<file path="src/dsr_pkg.sv">
// dsr_pkg: register indices, field positions and timing counts of the debug status bank
// assumes: byte-wide register window addressed by a 4-bit index from the serial command engine
package dsr_pkg;

  // register indices within the debug register window
  localparam logic [3:0] DSR_IDX_STATUS   = 4'h1;
  localparam logic [3:0] DSR_IDX_CCRHOLD  = 4'h6;
  localparam logic [3:0] DSR_IDX_POSITION = 4'h7;

  // status register bit positions
  localparam int DSR_BIT_ENABLE  = 7;
  localparam int DSR_BIT_ACTIVE  = 6;
  localparam int DSR_BIT_TAG     = 5;
  localparam int DSR_BIT_SDV     = 4;
  localparam int DSR_BIT_TRACE   = 3;
  localparam int DSR_BIT_CLKSEL  = 2;
  localparam int DSR_BIT_SECOFF  = 1;

  // position register field
  localparam int DSR_POS_LSB = 3;
  localparam int DSR_POS_MSB = 6;

  // reset values
  localparam logic [7:0] DSR_CCR_SSC_RESET = 8'hD8;
  localparam logic [7:0] DSR_CCR_RESET     = 8'h00;
  localparam logic [7:0] DSR_ZERO          = 8'h00;

  // tag hand-over delay in cycles after the tag enable write
  localparam int DSR_TAG_DELAY = 16;

  // writer classes of a register write
  typedef enum logic [1:0] {
    DSR_SRC_NONE,
    DSR_SRC_HW,
    DSR_SRC_FW,
    DSR_SRC_SECFW
  } dsr_src_t;

  // tag hand-over sequencer
  typedef enum logic [1:0] {
    DSR_TS_IDLE,
    DSR_TS_WAIT,
    DSR_TS_TAGGING
  } dsr_tag_state_t;

endpackage : dsr_pkg

</file>
<file path="src/dsr_debug_status_bank.sv">
// dsr_debug_status_bank: status, condition-code hold and position registers of the debug unit
// assumes: the serial command engine decodes commands and presents one access per cycle,
// marked with its writer class; cpu, mode and erase-test signals are synchronous to CLOCK
//
// Behaviour
// - enable bit gates activation, not hardware commands
// - single-chip firmware sets enable after reset
// - secured: enable only after erase verify completes
// - active flag sets on entry, maps firmware
// - active set by hardware, cleared by firmware
// - tag bit set by tag-go, cleared on entry
// - sixteen cycles later serial off, tagging on
// - no serial commands while tagging active
// - clock select written only by hw/fw commands
// - security-off reads one when secured, erased and verified in single-chip mode
// - position register shadows base bits, read-only
// - ccr hold captures codes, D8 after single-chip reset, else 00
// - registers reached only through debug read/write
`timescale 1ns/1ps
module dsr_debug_status_bank
  import dsr_pkg::*;
#(
  parameter int TAG_DELAY = DSR_TAG_DELAY
)(
  input  wire logic       CLOCK,
  input  wire logic       RST_N,
  // register access from the serial command engine
  input  wire logic       ACC_VALID,
  input  wire logic       ACC_WRITE,
  input  wire dsr_src_t   ACC_SRC,
  input  wire logic [3:0] ACC_INDEX,
  input  wire logic [7:0] ACC_WDATA,
  output logic [7:0]      ACC_RDATA,
  output logic            ACC_RVALID,
  output logic            ACC_REFUSED,
  // debug entry and command status from the engine
  input  wire logic       ENTRY_REQ,
  input  wire logic       EXIT_DONE,
  input  wire logic       TAG_GO_CMD,
  input  wire logic       DATA_PHASE_DONE,
  input  wire logic       CMD_RECEIVED,
  input  wire logic       TRACE_CMD,
  // system context
  input  wire logic       SPECIAL_SINGLE_CHIP,
  input  wire logic       SECURED,
  input  wire logic       ERASE_VERIFY_DONE,
  input  wire logic       ERASED,
  input  wire logic [7:0] CPU_CCR,
  input  wire logic [3:0] REGBLOCK_BASE,
  // outputs to the debug core
  output logic            DEBUG_ENABLE,
  output logic            DEBUG_ACTIVE,
  output logic            FW_TABLE_MAPPED,
  output logic            SERIAL_ENABLE,
  output logic            TAG_FUNCTION_ON,
  output logic            DEBUG_CLOCK_SELECT
);

  // status register fields, then ccr hold, read answer, boot flag and tag sequencer state
  logic           enable_reg;
  logic           active_reg;
  logic           tag_reg;
  logic           sdv_reg;
  logic           trace_reg;
  logic           clksel_reg;
  logic           secoff_reg;
  logic [7:0]     ccr_reg;
  logic [7:0]     rdata_reg;
  logic           rvalid_reg;
  logic           boot_reg;
  dsr_tag_state_t tstate_reg;
  dsr_tag_state_t tstate_next;
  logic           timer_done;

  // access qualification: only debug read and write commands reach the bank
  wire tagging     = (tstate_reg == DSR_TS_TAGGING);
  wire acc_ok      = ACC_VALID && !tagging && (ACC_SRC != DSR_SRC_NONE);
  wire wr          = acc_ok && ACC_WRITE;
  wire rd          = acc_ok && !ACC_WRITE;
  wire wr_status   = wr && (ACC_INDEX == DSR_IDX_STATUS);
  wire wr_ccr      = wr && (ACC_INDEX == DSR_IDX_CCRHOLD);
  wire src_cmd     = (ACC_SRC == DSR_SRC_HW) || (ACC_SRC == DSR_SRC_FW);
  wire enable_lock = SECURED && !ERASE_VERIFY_DONE;
  wire entry_ok    = ENTRY_REQ && enable_reg && !active_reg;

  // firmware sets enable right after a single-chip reset, once verify allows
  wire boot_set = boot_reg && SPECIAL_SINGLE_CHIP && !enable_lock;

  // enable next value: writes blocked while secured and unverified
  wire enable_wr   = wr_status && !enable_lock;
  wire enable_next = boot_set ? 1'b1
                   : (enable_wr ? ACC_WDATA[DSR_BIT_ENABLE] : enable_reg);

  // active: set by hardware on entry, cleared only by firmware store or exit
  wire active_clr  = (wr_status && (ACC_SRC == DSR_SRC_FW)
                     && !ACC_WDATA[DSR_BIT_ACTIVE]) || EXIT_DONE;
  wire active_next = entry_ok ? 1'b1 : (active_clr ? 1'b0 : active_reg);

  // tag: set by tag-go, cleared on entry, which wins
  wire tag_next = entry_ok ? 1'b0
                : ((TAG_GO_CMD && !active_reg) ? 1'b1 : tag_reg);
  wire tag_start = TAG_GO_CMD && !active_reg && !entry_ok;

  // shift-data-valid: set by data phase, cleared by next command or exit
  wire sdv_next = DATA_PHASE_DONE ? 1'b1
                : ((CMD_RECEIVED || EXIT_DONE) ? 1'b0 : sdv_reg);

  // trace flag follows recognised commands
  wire trace_next = CMD_RECEIVED ? TRACE_CMD : trace_reg;

  // clock select: hardware or standard firmware writes only
  wire clksel_next = (wr_status && src_cmd)
                   ? ACC_WDATA[DSR_BIT_CLKSEL] : clksel_reg;

  // security-off: set in single-chip mode if secured, erased and verified; secure firmware writes it there
  wire secoff_set  = SPECIAL_SINGLE_CHIP && SECURED && ERASED
                     && ERASE_VERIFY_DONE;
  wire secoff_next = secoff_set ? 1'b1
                   : ((wr_status && (ACC_SRC == DSR_SRC_SECFW) && SPECIAL_SINGLE_CHIP)
                     ? ACC_WDATA[DSR_BIT_SECOFF] : secoff_reg);

  // ccr hold: capture on activation, else debug write
  wire [7:0] ccr_next = entry_ok ? CPU_CCR : (wr_ccr ? ACC_WDATA : ccr_reg);

  // assembled read views, unimplemented bits zero
  wire [7:0] status_view = {enable_reg, active_reg, tag_reg, sdv_reg,
                            trace_reg, clksel_reg, secoff_reg, 1'b0};
  wire [7:0] pos_base    = 8'(REGBLOCK_BASE);
  wire [7:0] pos_view    = pos_base << DSR_POS_LSB;

  // read mux
  wire [7:0] rd_mux = (ACC_INDEX == DSR_IDX_STATUS)   ? status_view
                    : (ACC_INDEX == DSR_IDX_CCRHOLD)  ? ccr_reg
                    : (ACC_INDEX == DSR_IDX_POSITION) ? pos_view
                    : DSR_ZERO;

  // tag hand-over sequencer
  always_comb
  begin
    tstate_next = tstate_reg;
    case (tstate_reg)
      DSR_TS_IDLE:
        if (tag_start)
          tstate_next = DSR_TS_WAIT;
      DSR_TS_WAIT:
        if (entry_ok)
          tstate_next = DSR_TS_IDLE;
        else if (timer_done)
          tstate_next = DSR_TS_TAGGING;
      DSR_TS_TAGGING:
        if (entry_ok)
          tstate_next = DSR_TS_IDLE;
      default:
        tstate_next = DSR_TS_IDLE;
    endcase
  end

  // delay timer
  dsr_tag_timer #(
    .DELAY (TAG_DELAY)
  ) u_tag_timer (
    .clk   (CLOCK),
    .rst_n (RST_N),
    .start (tag_start),
    .abort (entry_ok),
    .busy  (),
    .done  (timer_done)
  );

  // single-chip boot: ccr preset while enable still clear, flag falls once used
  wire ccr_boot_load = boot_reg && SPECIAL_SINGLE_CHIP && !enable_reg;
  wire boot_next     = boot_reg && !boot_set && SPECIAL_SINGLE_CHIP;

  // next values of the ccr hold and read data registers
  wire [7:0] ccr_load   = ccr_boot_load ? DSR_CCR_SSC_RESET : ccr_next;
  wire [7:0] rdata_next = rd ? rd_mux : rdata_reg;

  // debug enable bit
  always_ff @(posedge CLOCK)
  begin
    if (!RST_N)
      enable_reg <= 1'b0;
    else
      enable_reg <= enable_next;
  end

  // debug active flag
  always_ff @(posedge CLOCK)
  begin
    if (!RST_N)
      active_reg <= 1'b0;
    else
      active_reg <= active_next;
  end

  // tag enable bit
  always_ff @(posedge CLOCK)
  begin
    if (!RST_N)
      tag_reg <= 1'b0;
    else
      tag_reg <= tag_next;
  end

  // shift-data-valid flag
  always_ff @(posedge CLOCK)
  begin
    if (!RST_N)
      sdv_reg <= 1'b0;
    else
      sdv_reg <= sdv_next;
  end

  // trace flag
  always_ff @(posedge CLOCK)
  begin
    if (!RST_N)
      trace_reg <= 1'b0;
    else
      trace_reg <= trace_next;
  end

  // debug clock select bit
  always_ff @(posedge CLOCK)
  begin
    if (!RST_N)
      clksel_reg <= 1'b0;
    else
      clksel_reg <= clksel_next;
  end

  // security-off flag
  always_ff @(posedge CLOCK)
  begin
    if (!RST_N)
      secoff_reg <= 1'b0;
    else
      secoff_reg <= secoff_next;
  end

  // boot flag: armed by reset, spent once enable is set
  always_ff @(posedge CLOCK)
  begin
    if (!RST_N)
      boot_reg <= 1'b1;
    else
      boot_reg <= boot_next;
  end

  // tag hand-over sequencer state
  always_ff @(posedge CLOCK)
  begin
    if (!RST_N)
      tstate_reg <= DSR_TS_IDLE;
    else
      tstate_reg <= tstate_next;
  end

  // ccr hold register
  always_ff @(posedge CLOCK)
  begin
    if (!RST_N)
      ccr_reg <= DSR_CCR_RESET;
    else
      ccr_reg <= ccr_load;
  end

  // read data, held until the next accepted read
  always_ff @(posedge CLOCK)
  begin
    if (!RST_N)
      rdata_reg <= DSR_ZERO;
    else
      rdata_reg <= rdata_next;
  end

  // read answer strobe, one cycle after the read
  always_ff @(posedge CLOCK)
  begin
    if (!RST_N)
      rvalid_reg <= 1'b0;
    else
      rvalid_reg <= rd;
  end

  // register access answers
  assign ACC_RDATA          = rdata_reg;
  assign ACC_RVALID         = rvalid_reg;
  assign ACC_REFUSED        = ACC_VALID && !acc_ok;

  // debug state towards the core
  assign DEBUG_ENABLE       = enable_reg;
  assign DEBUG_ACTIVE       = active_reg;
  assign FW_TABLE_MAPPED    = active_reg;
  assign DEBUG_CLOCK_SELECT = clksel_reg;

  // serial link hands over to tagging
  assign SERIAL_ENABLE      = !tagging;
  assign TAG_FUNCTION_ON    = tagging;

endmodule : dsr_debug_status_bank

</file>
<file path="src/dsr_tag_timer.sv">
// dsr_tag_timer: counts the delay between the tag enable write and tagging taking over
// assumes: start is a one-cycle pulse; abort cancels a running count
`timescale 1ns/1ps
module dsr_tag_timer
  import dsr_pkg::*;
#(
  parameter int DELAY = DSR_TAG_DELAY
)(
  input  wire logic clk,
  input  wire logic rst_n,
  input  wire logic start,
  input  wire logic abort,
  output logic      busy,
  output logic      done
);

  localparam int CW = $clog2(DELAY + 1);
  localparam logic [CW-1:0] LAST  = CW'(DELAY - 1);
  localparam logic [CW-1:0] CZERO = '0;

  logic [CW-1:0] cnt_reg;
  logic [CW-1:0] cnt_next;
  logic          run_reg;
  logic          run_next;
  wire           at_end = run_reg && (cnt_reg == LAST);

  // next count: restart on start, stop on abort or end
  assign cnt_next = start ? CZERO : (run_reg ? cnt_reg + CW'(1) : cnt_reg);
  assign run_next = start | (run_reg & ~abort & ~at_end);
  assign busy     = run_reg;
  assign done     = at_end & ~abort;

  // counter registers
  always_ff @(posedge clk)
  begin
    if (!rst_n)
    begin
      cnt_reg <= CZERO;
      run_reg <= 1'b0;
    end
    else
    begin
      cnt_reg <= cnt_next;
      run_reg <= run_next;
    end
  end

endmodule : dsr_tag_timer
</file>
<file path="config.mk">
export PLATFORM = sky130hd
export DESIGN_NAME = dsr_debug_status_bank
export DESIGN_NICKNAME = d
export VERILOG_FILES = /design/src/dsr_pkg.sv /design/src/dsr_debug_status_bank.sv /design/src/dsr_tag_timer.sv
export SDC_FILE = /design/constraint.sdc
export NUM_CORES = 1
export LEC_CHECK = 0
export BUFFER_PORTS_ARGS = -buffer_cell sky130_fd_sc_hd__buf_2
export CAP_MARGIN = 20
export CORE_ASPECT_RATIO = 1.2
export CORE_UTILIZATION = 56
export CTS_BUF_LIST = sky130_fd_sc_hd__clkbuf_4
export DETAILED_ROUTE_END_ITERATION = 8
export PLACE_DENSITY = 0.88
export SLEW_MARGIN = 20
export SYNTH_ARGS = -nofsm -noshare
export SYNTH_HDL_FRONTEND = slang
export SYNTH_HIERARCHICAL = 1
export SYNTH_SLANG_ARGS = --single-unit
export TNS_END_PERCENT = 100
</file>
<file path="constraint.sdc">
create_clock -name CLOCK -period 3.3 [get_ports CLOCK]
set_input_delay 0.33 -clock CLOCK [delete_from_list [all_inputs] [get_ports CLOCK]]
set_output_delay 0.33 -clock CLOCK [all_outputs]
set_load 0.05 [all_outputs]
</file>
* Yosys cells after proc, flatten, opt, wreduce, memory -nomap -nowiden
Cells that the tools add are included.
** Word-level totals
- Register bits after elaboration :: 33
- Bits of input ports :: 40
- Output and inout bits :: 16
- Logic and storage cells :: 106
** Cells by class
- Add/subtract/negate cells :: 1
- Equal/unequal tests :: 12
- Mux-type cells :: 19
- Bitwise logic cells :: 7
- Reductions and logical operators :: 52
** Operators with widths (count)
- 8-bit 2-to-1 mux :: 5
- 1-bit logical AND :: 27
- 2-bit nonzero test :: 6
- 1-bit logical NOT :: 10
- 4-bit by 3-bit equality test with 1-bit output (second input constant) :: 2
- 1-bit 2-to-1 mux :: 8
- 2-bit 2-to-1 mux :: 4
- 7-bit 2-to-1 mux :: 1
- 2-bit equality test (second input constant) :: 3
- 2-bit case mux with 3 select lines :: 1
- 2-bit OR reduction :: 3
- 5-bit by 1-bit adder with 5-bit output (second input constant) :: 1
- 5-bit by 4-bit equality test with 1-bit output (second input constant) :: 1
- 2-bit by 1-bit equality test with 1-bit output (second input constant) :: 2
- 4-bit by 1-bit equality test with 1-bit output (second input constant) :: 1
- 2-bit by 1-bit != test with 1-bit output (second input constant) :: 2
- 1-bit bitwise AND :: 3
- 1-bit logical OR :: 3
- 3-bit != test (second input constant) :: 1
- 1-bit NOT :: 3
- 3-bit AND reduction :: 1
- 3-bit nonzero test :: 1
- 2-bit logical NOT :: 1
- 1-bit OR :: 1

* Depth between registers and ports, before layout
Gate-level depths: netlist of run 1.
- Depth in word-level cells :: 11
- Gate-level depth with buffers :: 7

* By module
The synthesis of run 1 kept the hierarchy.
** Modules (own cells, without submodules)
- dsr_debug_status_bank :: instances 1, cells each 143, area each 1367.6 µm², sequential area each 540.5 µm²
- dsr_tag_timer :: instances 1, cells each 28, area each 282.8 µm², sequential area each 120.1 µm²

* Worst setup path after synthesis of run 1
No wires, ideal clock.
- Kind :: register to register
- Start :: register active_reg (netlist: DEBUG_ACTIVE)
- End :: register tstate_reg[0]
- Arrival :: 1.850 ns
- Required time :: 3.170 ns
- Path slack :: 1.320 ns
- Cell stages (with the launch flop) :: 8
- Buffers on the path :: 1
- Clock period less this slack :: 1.980 ns
- Cells stage by stage :: dfxtp_1 nand3b_1 clkbuf_1 inv_1 and3b_1 nor2_1 a22oi_1 nor3_1
** Between the ends
- Longest elaborated chain between the ends :: 6
- Elaborated cells on any way between the ends :: 13
- Classes of those cells :: eq/ne: 3; mux: 2; bitwise: 2; reduce/logical: 6
** Ends and longest elaborated chain
- start, declared :: line dsr_debug_status_bank.sv:61 : logic active_reg;
- start signal, assigned :: line dsr_debug_status_bank.sv:193 : active_reg <= active_next;
- 1-bit logical NOT :: line dsr_debug_status_bank.sv:84 : wire entry_ok = ENTRY_REQ && enable_reg && !active_reg;
- 1-bit logical AND :: line dsr_debug_status_bank.sv:84
- 1-bit NOT :: line dsr_tag_timer.sv:31 : assign done = at_end & ~abort;
- 1-bit bitwise AND :: line dsr_tag_timer.sv:31
- named net timer_done :: line dsr_debug_status_bank.sv:73 : logic timer_done;
- 3-bit != test (no line)
- 3-bit AND reduction (no line)
- end signal, assigned :: line dsr_debug_status_bank.sv:256 : tstate_reg <= tstate_next;
- end, declared :: line dsr_debug_status_bank.sv:71 : dsr_tag_state_t tstate_reg;
The timed path passes the listed nets, and every way through them passes these cells.
A chain may end at the register's enable or synchronous reset.

* Final worst setup path of run 1
- Start :: register active_reg (netlist: DEBUG_ACTIVE)
- End :: register ccr_reg[6]
** Between the ends
- Longest elaborated chain between the ends :: 4
- Elaborated cells on any way between the ends :: 5
- Classes of those cells :: mux: 2; reduce/logical: 3
** Ends and longest elaborated chain
- 1-bit logical NOT * :: line dsr_debug_status_bank.sv:84
- 1-bit logical AND * :: line dsr_debug_status_bank.sv:84
- 8-bit 2-to-1 mux :: line dsr_debug_status_bank.sv:123 : wire [7:0] ccr_next = entry_ok ? CPU_CCR : (wr_ccr ? ACC_WDATA : ccr_reg);
- 8-bit 2-to-1 mux :: line dsr_debug_status_bank.sv:175 : wire [7:0] ccr_load = ccr_boot_load ? DSR_CCR_SSC_RESET : ccr_next;
- end signal, assigned :: line dsr_debug_status_bank.sv:265 : ccr_reg <= ccr_load;
- end, declared :: line dsr_debug_status_bank.sv:67 : logic [7:0] ccr_reg;
Mark *: on every way between the ends. The rest lies on a longest branch, timed or not.

==> flow_summary.json, run 1 <==
{
  "status": "finished, final reports clean",
  "post_cts_resized": 0,
  "cts_buffers": 5,
  "syn_inst": 171,
  "synth_simple_gate_area_share_pct": 21.53,
  "setup_viol": 0,
  "synth_warnings": 6,
  "core_mm2": 0.002785,
  "drc": 0,
  "wirelength_um": 3772,
  "min_period_over_period_pct": 54.68,
  "critPathLaunchType": "flop",
  "async_reset_ff_share_pct": 0,
  "gp_congestion": 0.8009,
  "start_util_pct": 59.25,
  "clk_pin_slew_worst_paths_ns": 0.10,
  "worst_ep_required_time_ns": 3.53,
  "endpoint": "ccr_reg[6]$_SDFFE_PN0P_",
  "overflow": 0,
  "n_antenna_cell": 0,
  "synth_cell_type_count": 48,
  "synth_seq_cells": 33,
  "cts_setup_buffers": 0,
  "dpl.hpwl_um": 2912,
  "cts_tree": "built",
  "die_x_um": 51.56,
  "startpoint": "DEBUG_ACTIVE$_SDFFE_PN0P_",
  "insertion_delay_ns": 0.35,
  "synthAdderAreaFrac_pct": 3.791,
  "port_buffers": 55,
  "r2r_cells": 4,
  "crit_type": "flop to flop",
  "fin_util_pct": 71.07,
  "r2r-start": "DEBUG_ACTIVE$_SDFFE_PN0P_",
  "syn_area_mm2": 0.001650,
  "crit_path_max_fanout": 18,
  "ios": 56,
  "firstDrtPassIters": 5,
  "rsz0062_at_grt": "no",
  "antenna_found_initial": 0,
  "ant_nets": 0,
  "synth_top_flop_cell": "dfxtp_1",
  "viasPerCell": 5.751,
  "rows": 21,
  "synthMuxAreaShare_pct": 8.719,
  "track_usage_pct": 24.77,
  "leakagePower_nw": 0.9254,
  "nets": 271,
  "setup-tns-final_ns": 0,
  "synth.yosys.seq_area_share_pct": 40.03,
  "max_slew_margin_pct": 50.90,
  "ctsHoldBuffers": 0,
  "cp_data_arrival_time_ns": 2.03,
  "skew_ns": 0.006880,
  "vias": 1501,
  "r2r_slack_ns": 1.50,
  "max_freq_ghz": 0.5542,
  "placedInstanceArea_mm2": 0.001924,
  "syn_to_final_growth_pct": 19.94,
  "synth_xor_xnor_area_share_pct": 0.5307,
  "grt_max_degree": 19,
  "final-hold-violation-count": 0,
  "drive_above_1_share_pct": 33.04,
  "die_h_um": 61.47,
  "fin_crit_ns": 1.804,
  "r2r-end": "ccr_reg[6]$_SDFFE_PN0P_",
  "max-vdd-ir-drop_v": 0.0003700,
  "htree_levels": 2,
  "synth_area_per_cell_um2": 9.651,
  "grt_pass1_wl_um": 5568,
  "hp-class": "input pin to flop",
  "drv_slew": 0,
  "dieArea_mm2": 0.003169,
  "maxCapViolCount": 0,
  "cts.sink_count": 33,
  "synth_top_family_by_area": "simple AND/OR/NAND/NOR gates",
  "hold_ws_ns": 0.2013,
  "post_drt_wl_per_cell_um": 14.45,
  "crit_path_end_kind": "flop",
  "synth_compound_area_share_pct": 19.64,
  "hold_depth": 3,
  "synth-edff-count": 0,
  "root_buffer": "clkbuf_4",
  "clockBufferDepth": 2,
  "hp-start": "DATA_PHASE_DONE",
  "synth_nets": 216,
  "final_area_mm2": 0.001979,
  "grt_pass1_vias": 1283,
  "drt_iter0_markers": 52,
  "worst_slew_pin_slew_ns": 0.7342,
  "power_density_mw_per_mm2": 407.3
}
==> worst min-delay path by stage <==
stage / endpoint / slack, ns
global placement: ACC_RDATA[0]$_SDFFE_PN0P_ / 0.46
finish: sdv_reg$_SDFFE_PN0P_ / 0.20
global route: sdv_reg$_SDFFE_PN0P_ / 0.19
floorplan: boot_reg$_SDFF_PN1_ / 0.41
CTS: sdv_reg$_SDFFE_PN0P_ / 0.20
detailed placement: tstate_reg[0]$_SDFFE_PN0P_ / 0.46
==> layout by cell type (no fill, tap or decap), types with 2 or more instances in the layout <==
master,count
nand3_1,2
a211oi_1,12
nand3b_1,5
a22oi_1,4
a21oi_1,9
nand2b_1,4
nor2_1,18
clkinv_2,2
ha_1,5
o21ai_0,2
o21a_1,2
buf_2,55
inv_1,10
and3_1,2
nand4_1,3
mux2i_1,11
a31oi_1,3
mux2_2,3
dfxtp_1,33
o21ai_1,2
nand2_1,5
a222oi_1,4
clkbuf_4,6
nand4_2,2
==> cell families (layout without fill, tap and decap cells) <==
family | Yosys count | count (layout)
flops | 33 | 33
mux | 14 | 14
fa+ha+maj | 5 | 5
compound gates | 43 | 43
buf+inv | 20 | 76
xor+xnor | 1 | 1
simple gates | 55 | 55
==> synth_stat cells (all sizes together) (2+ instances only) <==
library cell  count  area [um^2]
nand2             5        18.77
nor3              2        21.27
a211oi           12        90.09
and3              2        12.51
buf               5        36.28
o21ai             4        20.02
nand3             2        10.01
o21a              2        15.01
nor2             18        67.56
nand3b            5        37.54
a31oi             3        18.77
a22oi             4        30.03
clkbuf            2        7.510
a21oi             9        45.04
nand4             5        43.79
a222oi            4        40.04
nand2b            5        33.78
dfxtp            33        660.6
inv              12        47.55
mux2i            11        110.1
ha                5        62.56
mux2              3        33.78
==> worst max-delay path: stages (launching register included) <==
cell and delay [ns]:
dfxtp_1 0.37, nand3b_1 0.60, mux2_2 0.48, mux2i_1 0.15
a21oi_1 0.08
==> final cells by class <==
type | instances | area (um^2)
timing repair buffer | 55 | 275.3
clock buffer | 6 | 45.04
multi-input combinational | 118 | 894.6
fill | 239 | 805.8
sequential | 33 | 660.6
clock inverter | 2 | 10.01
tap | 34 | 42.54
inverter | 13 | 51.30
==> routing by layer <==
| metal | vias to the layer above | wire (um) | global-route usage (%) | share of wire (%) |
|---|---|---|---|---|
| met5 | - | 0 | 0 | 0 |
| met4 | 0 | 45 | 8.880 | 1.2 |
| met3 | 4 | 190 | 8.395 | 5.0 |
| met2 | 48 | 1907 | 41.19 | 51 |
| met1 | 702 | 1629 | 29.89 | 43 |
| li1 | 747 | - | - | - |
==> report_power, final <==
| group | total (W) | internal, W | switching [W] |
|---|---|---|---|
| Clock | 0.000225 | 0.0000892 | 0.000136 |
| Combinational | 0.000146 | 0.0000577 | 0.0000882 |
| Sequential | 0.000435 | 0.000420 | 0.0000152 |
==> metrics by stage <==
| stage | worst slack (ns) | cells | total power [W] |
|---|---|---|---|
| 2_1_floorplan | 1.320 | 171 | 0.0005366 |
| 3_3_place_gp | 1.492 | 253 | 0.0005858 |
| 3_5_place_dp | 1.468 | 253 | 0.0005895 |
| 4_1_cts | 1.520 | 261 | 0.0008092 |
| 5_1_grt | 1.342 | 261 | 0.0008420 |
| 6_report | 1.496 | 261 | 0.0008062 |
(Power assumes the default switching activity.)
==> run 2, diff against run 1 <==
Settings changed: CORE_UTILIZATION 56 to 47, PLACE_DENSITY 0.88 to 0.78.
Clock period 3.3 ns to 1.6 ns, I/O delays scaled along.
==> flow_summary.json, run 2 (synthesis gave the netlist of run 1 again) <==
{
  "status": "finished, final reports clean",
  "drt_iter0_markers": 44,
  "leakagePower_nw": 0.9684,
  "gp_congestion": 0.7785,
  "max_freq_ghz": 0.6549,
  "die_h_um": 66.91,
  "drive_above_1_share_pct": 36.75,
  "clockBufferDepth": 2,
  "max_slew_margin_pct": 74.22,
  "rows": 23,
  "setup_viol": 0,
  "vias": 1530,
  "hp-class": "input pin to flop",
  "maxCapViolCount": 0,
  "nets": 278,
  "skew_ns": 0.01287,
  "grt_pass1_vias": 1357,
  "start_util_pct": 49.44,
  "setup-tns-final_ns": 0,
  "max-vdd-ir-drop_v": 0.0006205,
  "cts_buffers": 5,
  "core_mm2": 0.003338,
  "grt_pass1_wl_um": 6320,
  "dieArea_mm2": 0.003753,
  "hp-start": "DATA_PHASE_DONE",
  "viasPerCell": 5.646,
  "post_drt_wl_per_cell_um": 14.90,
  "insertion_delay_ns": 0.35,
  "startpoint": "tstate_reg[0]$_SDFFE_PN0P_",
  "worst_ep_required_time_ns": 1.44,
  "final-hold-violation-count": 0,
  "fin_crit_ns": 1.527,
  "cts_tree": "built",
  "cts.sink_count": 33,
  "cp_data_arrival_time_ns": 1.37,
  "firstDrtPassIters": 7,
  "min_period_over_period_pct": 95.43,
  "final_cell_mix": "55 x buf_2, 30 x dfxtp_1, 18 x nor2_1, 12 x a211oi_1, 11 x mux2i_1",
  "hold_ws_ns": 0.02353,
  "overflow": 0,
  "r2r-start": "u_tag_timer/cnt_reg[0]$_SDFFE_PP0P_",
  "critPathLaunchType": "flop",
  "crit_path_max_fanout": 5,
  "drv_slew": 0,
  "clk_pin_slew_worst_paths_ns": 0.10,
  "rsz0062_at_grt": "no",
  "ant_nets": 0,
  "ios": 56,
  "power_density_mw_per_mm2": 810.1,
  "n_antenna_cell": 0,
  "ctsHoldBuffers": 0,
  "crit_type": "flop to primary output",
  "worst_slew_pin_slew_ns": 0.3866,
  "dpl.hpwl_um": 3164,
  "port_buffers": 55,
  "root_buffer": "clkbuf_4",
  "wirelength_um": 4037,
  "antenna_found_initial": 0,
  "htree_levels": 2,
  "grt_max_degree": 19,
  "syn_to_final_growth_pct": 25.55,
  "final_common_cell": "buf_2",
  "drc": 0,
  "crit_path_end_kind": "primary output",
  "track_usage_pct": 22.75,
  "die_x_um": 56.10
}
run 2: per-layer routing:
| metal | GRT usage [%] | vias up | wire [um] | part of all wire, % |
|---|---|---|---|---|
| met2 | 39.73 | 45 | 2004 | 50 |
| met3 | 4.660 | 14 | 194 | 4.8 |
| met1 | 25.83 | 708 | 1724 | 43 |
| met5 | 0 | - | 0 | 0 |
| met4 | 12.80 | 0 | 113 | 2.8 |
| li1 | - | 763 | - | - |
run 2: path summary, 6_finish.rpt:
kind / endpoint / slack [ns] / cells after the start
setup / recovery: ACC_REFUSED / 0.07 / 4
hold / removal: sdv_reg$_SDFFE_PN0P_ / 0.02 / 3
setup reg to reg: tstate_reg[0]$_SDFFE_PN0P_ / 0.11 / 7
hold reg to reg: tstate_reg[0]$_SDFFE_PN0P_ / 0.47 / 1
run 2: layout make-up:
type                       instances  area [um^2]
timing repair buffer              62        352.8
tap                               37        46.29
inverter                          13        51.30
clock inverter                     2        10.01
sequential                        33        669.4
clock buffer                       6        45.04
multi-input combinational        118        897.1
fill                             307         1266
run 2: power breakdown:
part | switching, W | total [W] | internal, W
clock network | 0.000280 | 0.000464 | 0.000184
registers | 0.0000323 | 0.000897 | 0.000865
logic | 0.000184 | 0.000317 | 0.000133
total | 0.000497 | 0.00168 | 0.00118
run 2: critical path, cell delays in order, from the launching register on:
cell and delay [ns]:
dfxtp_1 0.33, nand2b_2 0.20, inv_4 0.11, o21a_1 0.13, buf_2 0.26
run 2: timing repair:
action                                  in CTS  in global routing
resized for setup                            0                  2
setup buffers                                0                  0
endpoints found under the setup margin       0                  2
run 2: per-stage QoR:
step	utilization, %	cells	instance area, um^2	power, W	worst slack [ns]
floorplan	-	171	1668	0.001108	0.004649
global placement	60.31	263	2013	0.001224	0.08538
detailed placement	60.31	263	2013	0.001232	0.02019
CTS	61.96	271	2068	0.001689	0.04891
global route	62.07	271	2072	0.001757	0.02768
finish	62.07	271	2072	0.001679	0.07314
==> run 3, diff against run 2 <==
Settings changed: BUFFER_PORTS_ARGS -buffer_cell sky130_fd_sc_hd__buf_2 to -buffer_cell sky130_fd_sc_hd__buf_4.
==> flow_summary.json, run 3 (synthesis gave the netlist of run 1 again) <==
{
  "status": "finished, final reports clean",
  "max_slew_margin_pct": 73.77,
  "slowest_stage": "dfxtp_2",
  "r2r_cells": 7,
  "critPathLaunchType": "flop",
  "r2r_slack_ns": 0.13,
  "syn_to_final_growth_pct": 35.71,
  "ios": 56,
  "hold_depth": 3,
  "ant_nets": 0,
  "max_freq_ghz": 0.6816,
  "power_density_mw_per_mm2": 767.9,
  "rows": 23,
  "fin_util_pct": 67.09,
  "final_cell_mix": "62 x buf_4, 29 x dfxtp_1, 18 x nor2_1, 12 x a211oi_1, 11 x mux2i_1",
  "worst_ep_required_time_ns": 1.86,
  "worstHoldEndpoint": "sdv_reg$_SDFFE_PN0P_",
  "maxCapViolCount": 0,
  "min_period_over_period_pct": 91.70,
  "htree_levels": 2,
  "wirelength_um": 3926,
  "instances_no_fill": 273,
  "dieArea_mm2": 0.003753,
  "antenna_found_initial": 0,
  "insertion_delay_ns": 0.33,
  "track_usage_pct": 22.46,
  "firstDrtPassIters": 4,
  "gp_congestion": 0.7966,
  "hold_ws_ns": 0.05725,
  "final-hold-violation-count": 0,
  "start_util_pct": 49.44,
  "drc": 0,
  "post_drt_wl_per_cell_um": 14.38,
  "leakagePower_nw": 1.014,
  "overflow": 0,
  "hp-start": "DATA_PHASE_DONE",
  "worst_slew_pin_slew_ns": 0.3921,
  "clk_pin_slew_worst_paths_ns": 0.10,
  "grt_pass1_vias": 1377,
  "fin_crit_ns": 1.467,
  "die_x_um": 56.10,
  "viasPerCell": 5.630,
  "drt_iter0_markers": 55,
  "cp_data_arrival_time_ns": 1.73,
  "grt_max_degree": 19,
  "grt_pass1_wl_um": 6320,
  "n_antenna_cell": 0,
  "r2r-end": "tstate_reg[0]$_SDFFE_PN0P_",
  "cts_buffers": 5,
  "cts_tree": "built",
  "skew_ns": 0.01141,
  "dp_cells": 262,
  "nets": 280,
  "port_buffers": 55,
  "core_mm2": 0.003338,
  "cts.sink_count": 33,
  "crit_path_end_kind": "flop",
  "final_common_cell": "buf_4",
  "max-vdd-ir-drop_v": 0.0005556,
  "drive_above_1_share_pct": 37.71,
  "vias": 1537,
  "max_stage_delay_ns": 0.35,
  "hp-class": "input pin to flop",
  "drv_slew": 0,
  "die_h_um": 66.91,
  "fillers": 303,
  "path_cells": "ha_4, and3_1, ha_2, and3b_1, nor2_1, a22oi_1, nor3_1",
  "setup_viol": 0,
  "ctsHoldBuffers": 0,
  "clockBufferDepth": 2,
  "crit_type": "flop to flop",
  "startpoint": "u_tag_timer/cnt_reg[0]$_SDFFE_PP0P_",
  "r2r-start": "u_tag_timer/cnt_reg[0]$_SDFFE_PP0P_",
  "root_buffer": "clkbuf_4",
  "dpl.hpwl_um": 3116,
  "crit_path_max_fanout": 3
}
[run 3: cell count changes in the layout (fill, tap and decap cells not counted), sizes merged]
cell    before  now
clkinv       3    2
buf         62   64
clkbuf       6    7
[run 3: critical path, delay by kind of cell (launching register included)]
kind	cells	cell delay, ns
compound gates	1	0.07
fa+ha+maj	2	0.34
flops	1	0.35
simple gates	4	0.63
[run 3: worst max-delay path by stage]
stage                                 endpoint  slack, ns  depth (start not counted)
floorplan           tstate_reg[0]$_SDFFE_PN0P_      0.005                          7
global placement       ccr_reg[7]$_SDFFE_PN0P_       0.09                          7
detailed placement     ccr_reg[6]$_SDFFE_PN0P_       0.03                          7
CTS                 tstate_reg[0]$_SDFFE_PN0P_       0.09                          7
global route        tstate_reg[0]$_SDFFE_PN0P_     -0.007                          7
finish              tstate_reg[0]$_SDFFE_PN0P_       0.13                          7
[run 3: area by class of cell]
type	instances	area, um^2	area share, %
multi-input combinational	118	909.6	40.61
clock inverter	1	3.754	0.1676
inverter	13	51.30	2.291
sequential	33	670.6	29.94
tap	37	46.29	2.067
timing repair buffer	64	505.5	22.57
clock buffer	7	52.55	2.346
[run 3: timing repair]
action | CTS | global route
gates resized for setup | 0 | 5
buffers inserted | 0 | 3
setup endpoints to repair | 0 | 1
[run 3: power by group]
part | internal [W] | switching, W
sequential | 0.000865 | 0.0000331
clock | 0.000203 | 0.000265
combinational | 0.000170 | 0.000184
total | 0.00124 | 0.000482
[run 3: through the flow]
stage	setup WS, ns	power, W	instance area (um^2)	TNS, ns
finish	0.1328	0.001720	2240	0
floorplan	0.004649	0.001108	1668	0
CTS	0.09491	0.001731	2200	0
global placement	0.09422	0.001261	2143	0
detailed placement	0.03294	0.001267	2143	0
global route	-0.006664	0.001812	2240	-0.006664
[run 3: metal layers]
layer | part of all wire [%] | GRT usage, % | vias to the layer above
met4 | 2.6 | 10.06 | 0
met3 | 4.7 | 6.796 | 12
met5 | 0 | 0 | -
met1 | 42 | 25.95 | 712
met2 | 51 | 38.24 | 40
li1 | - | - | 773
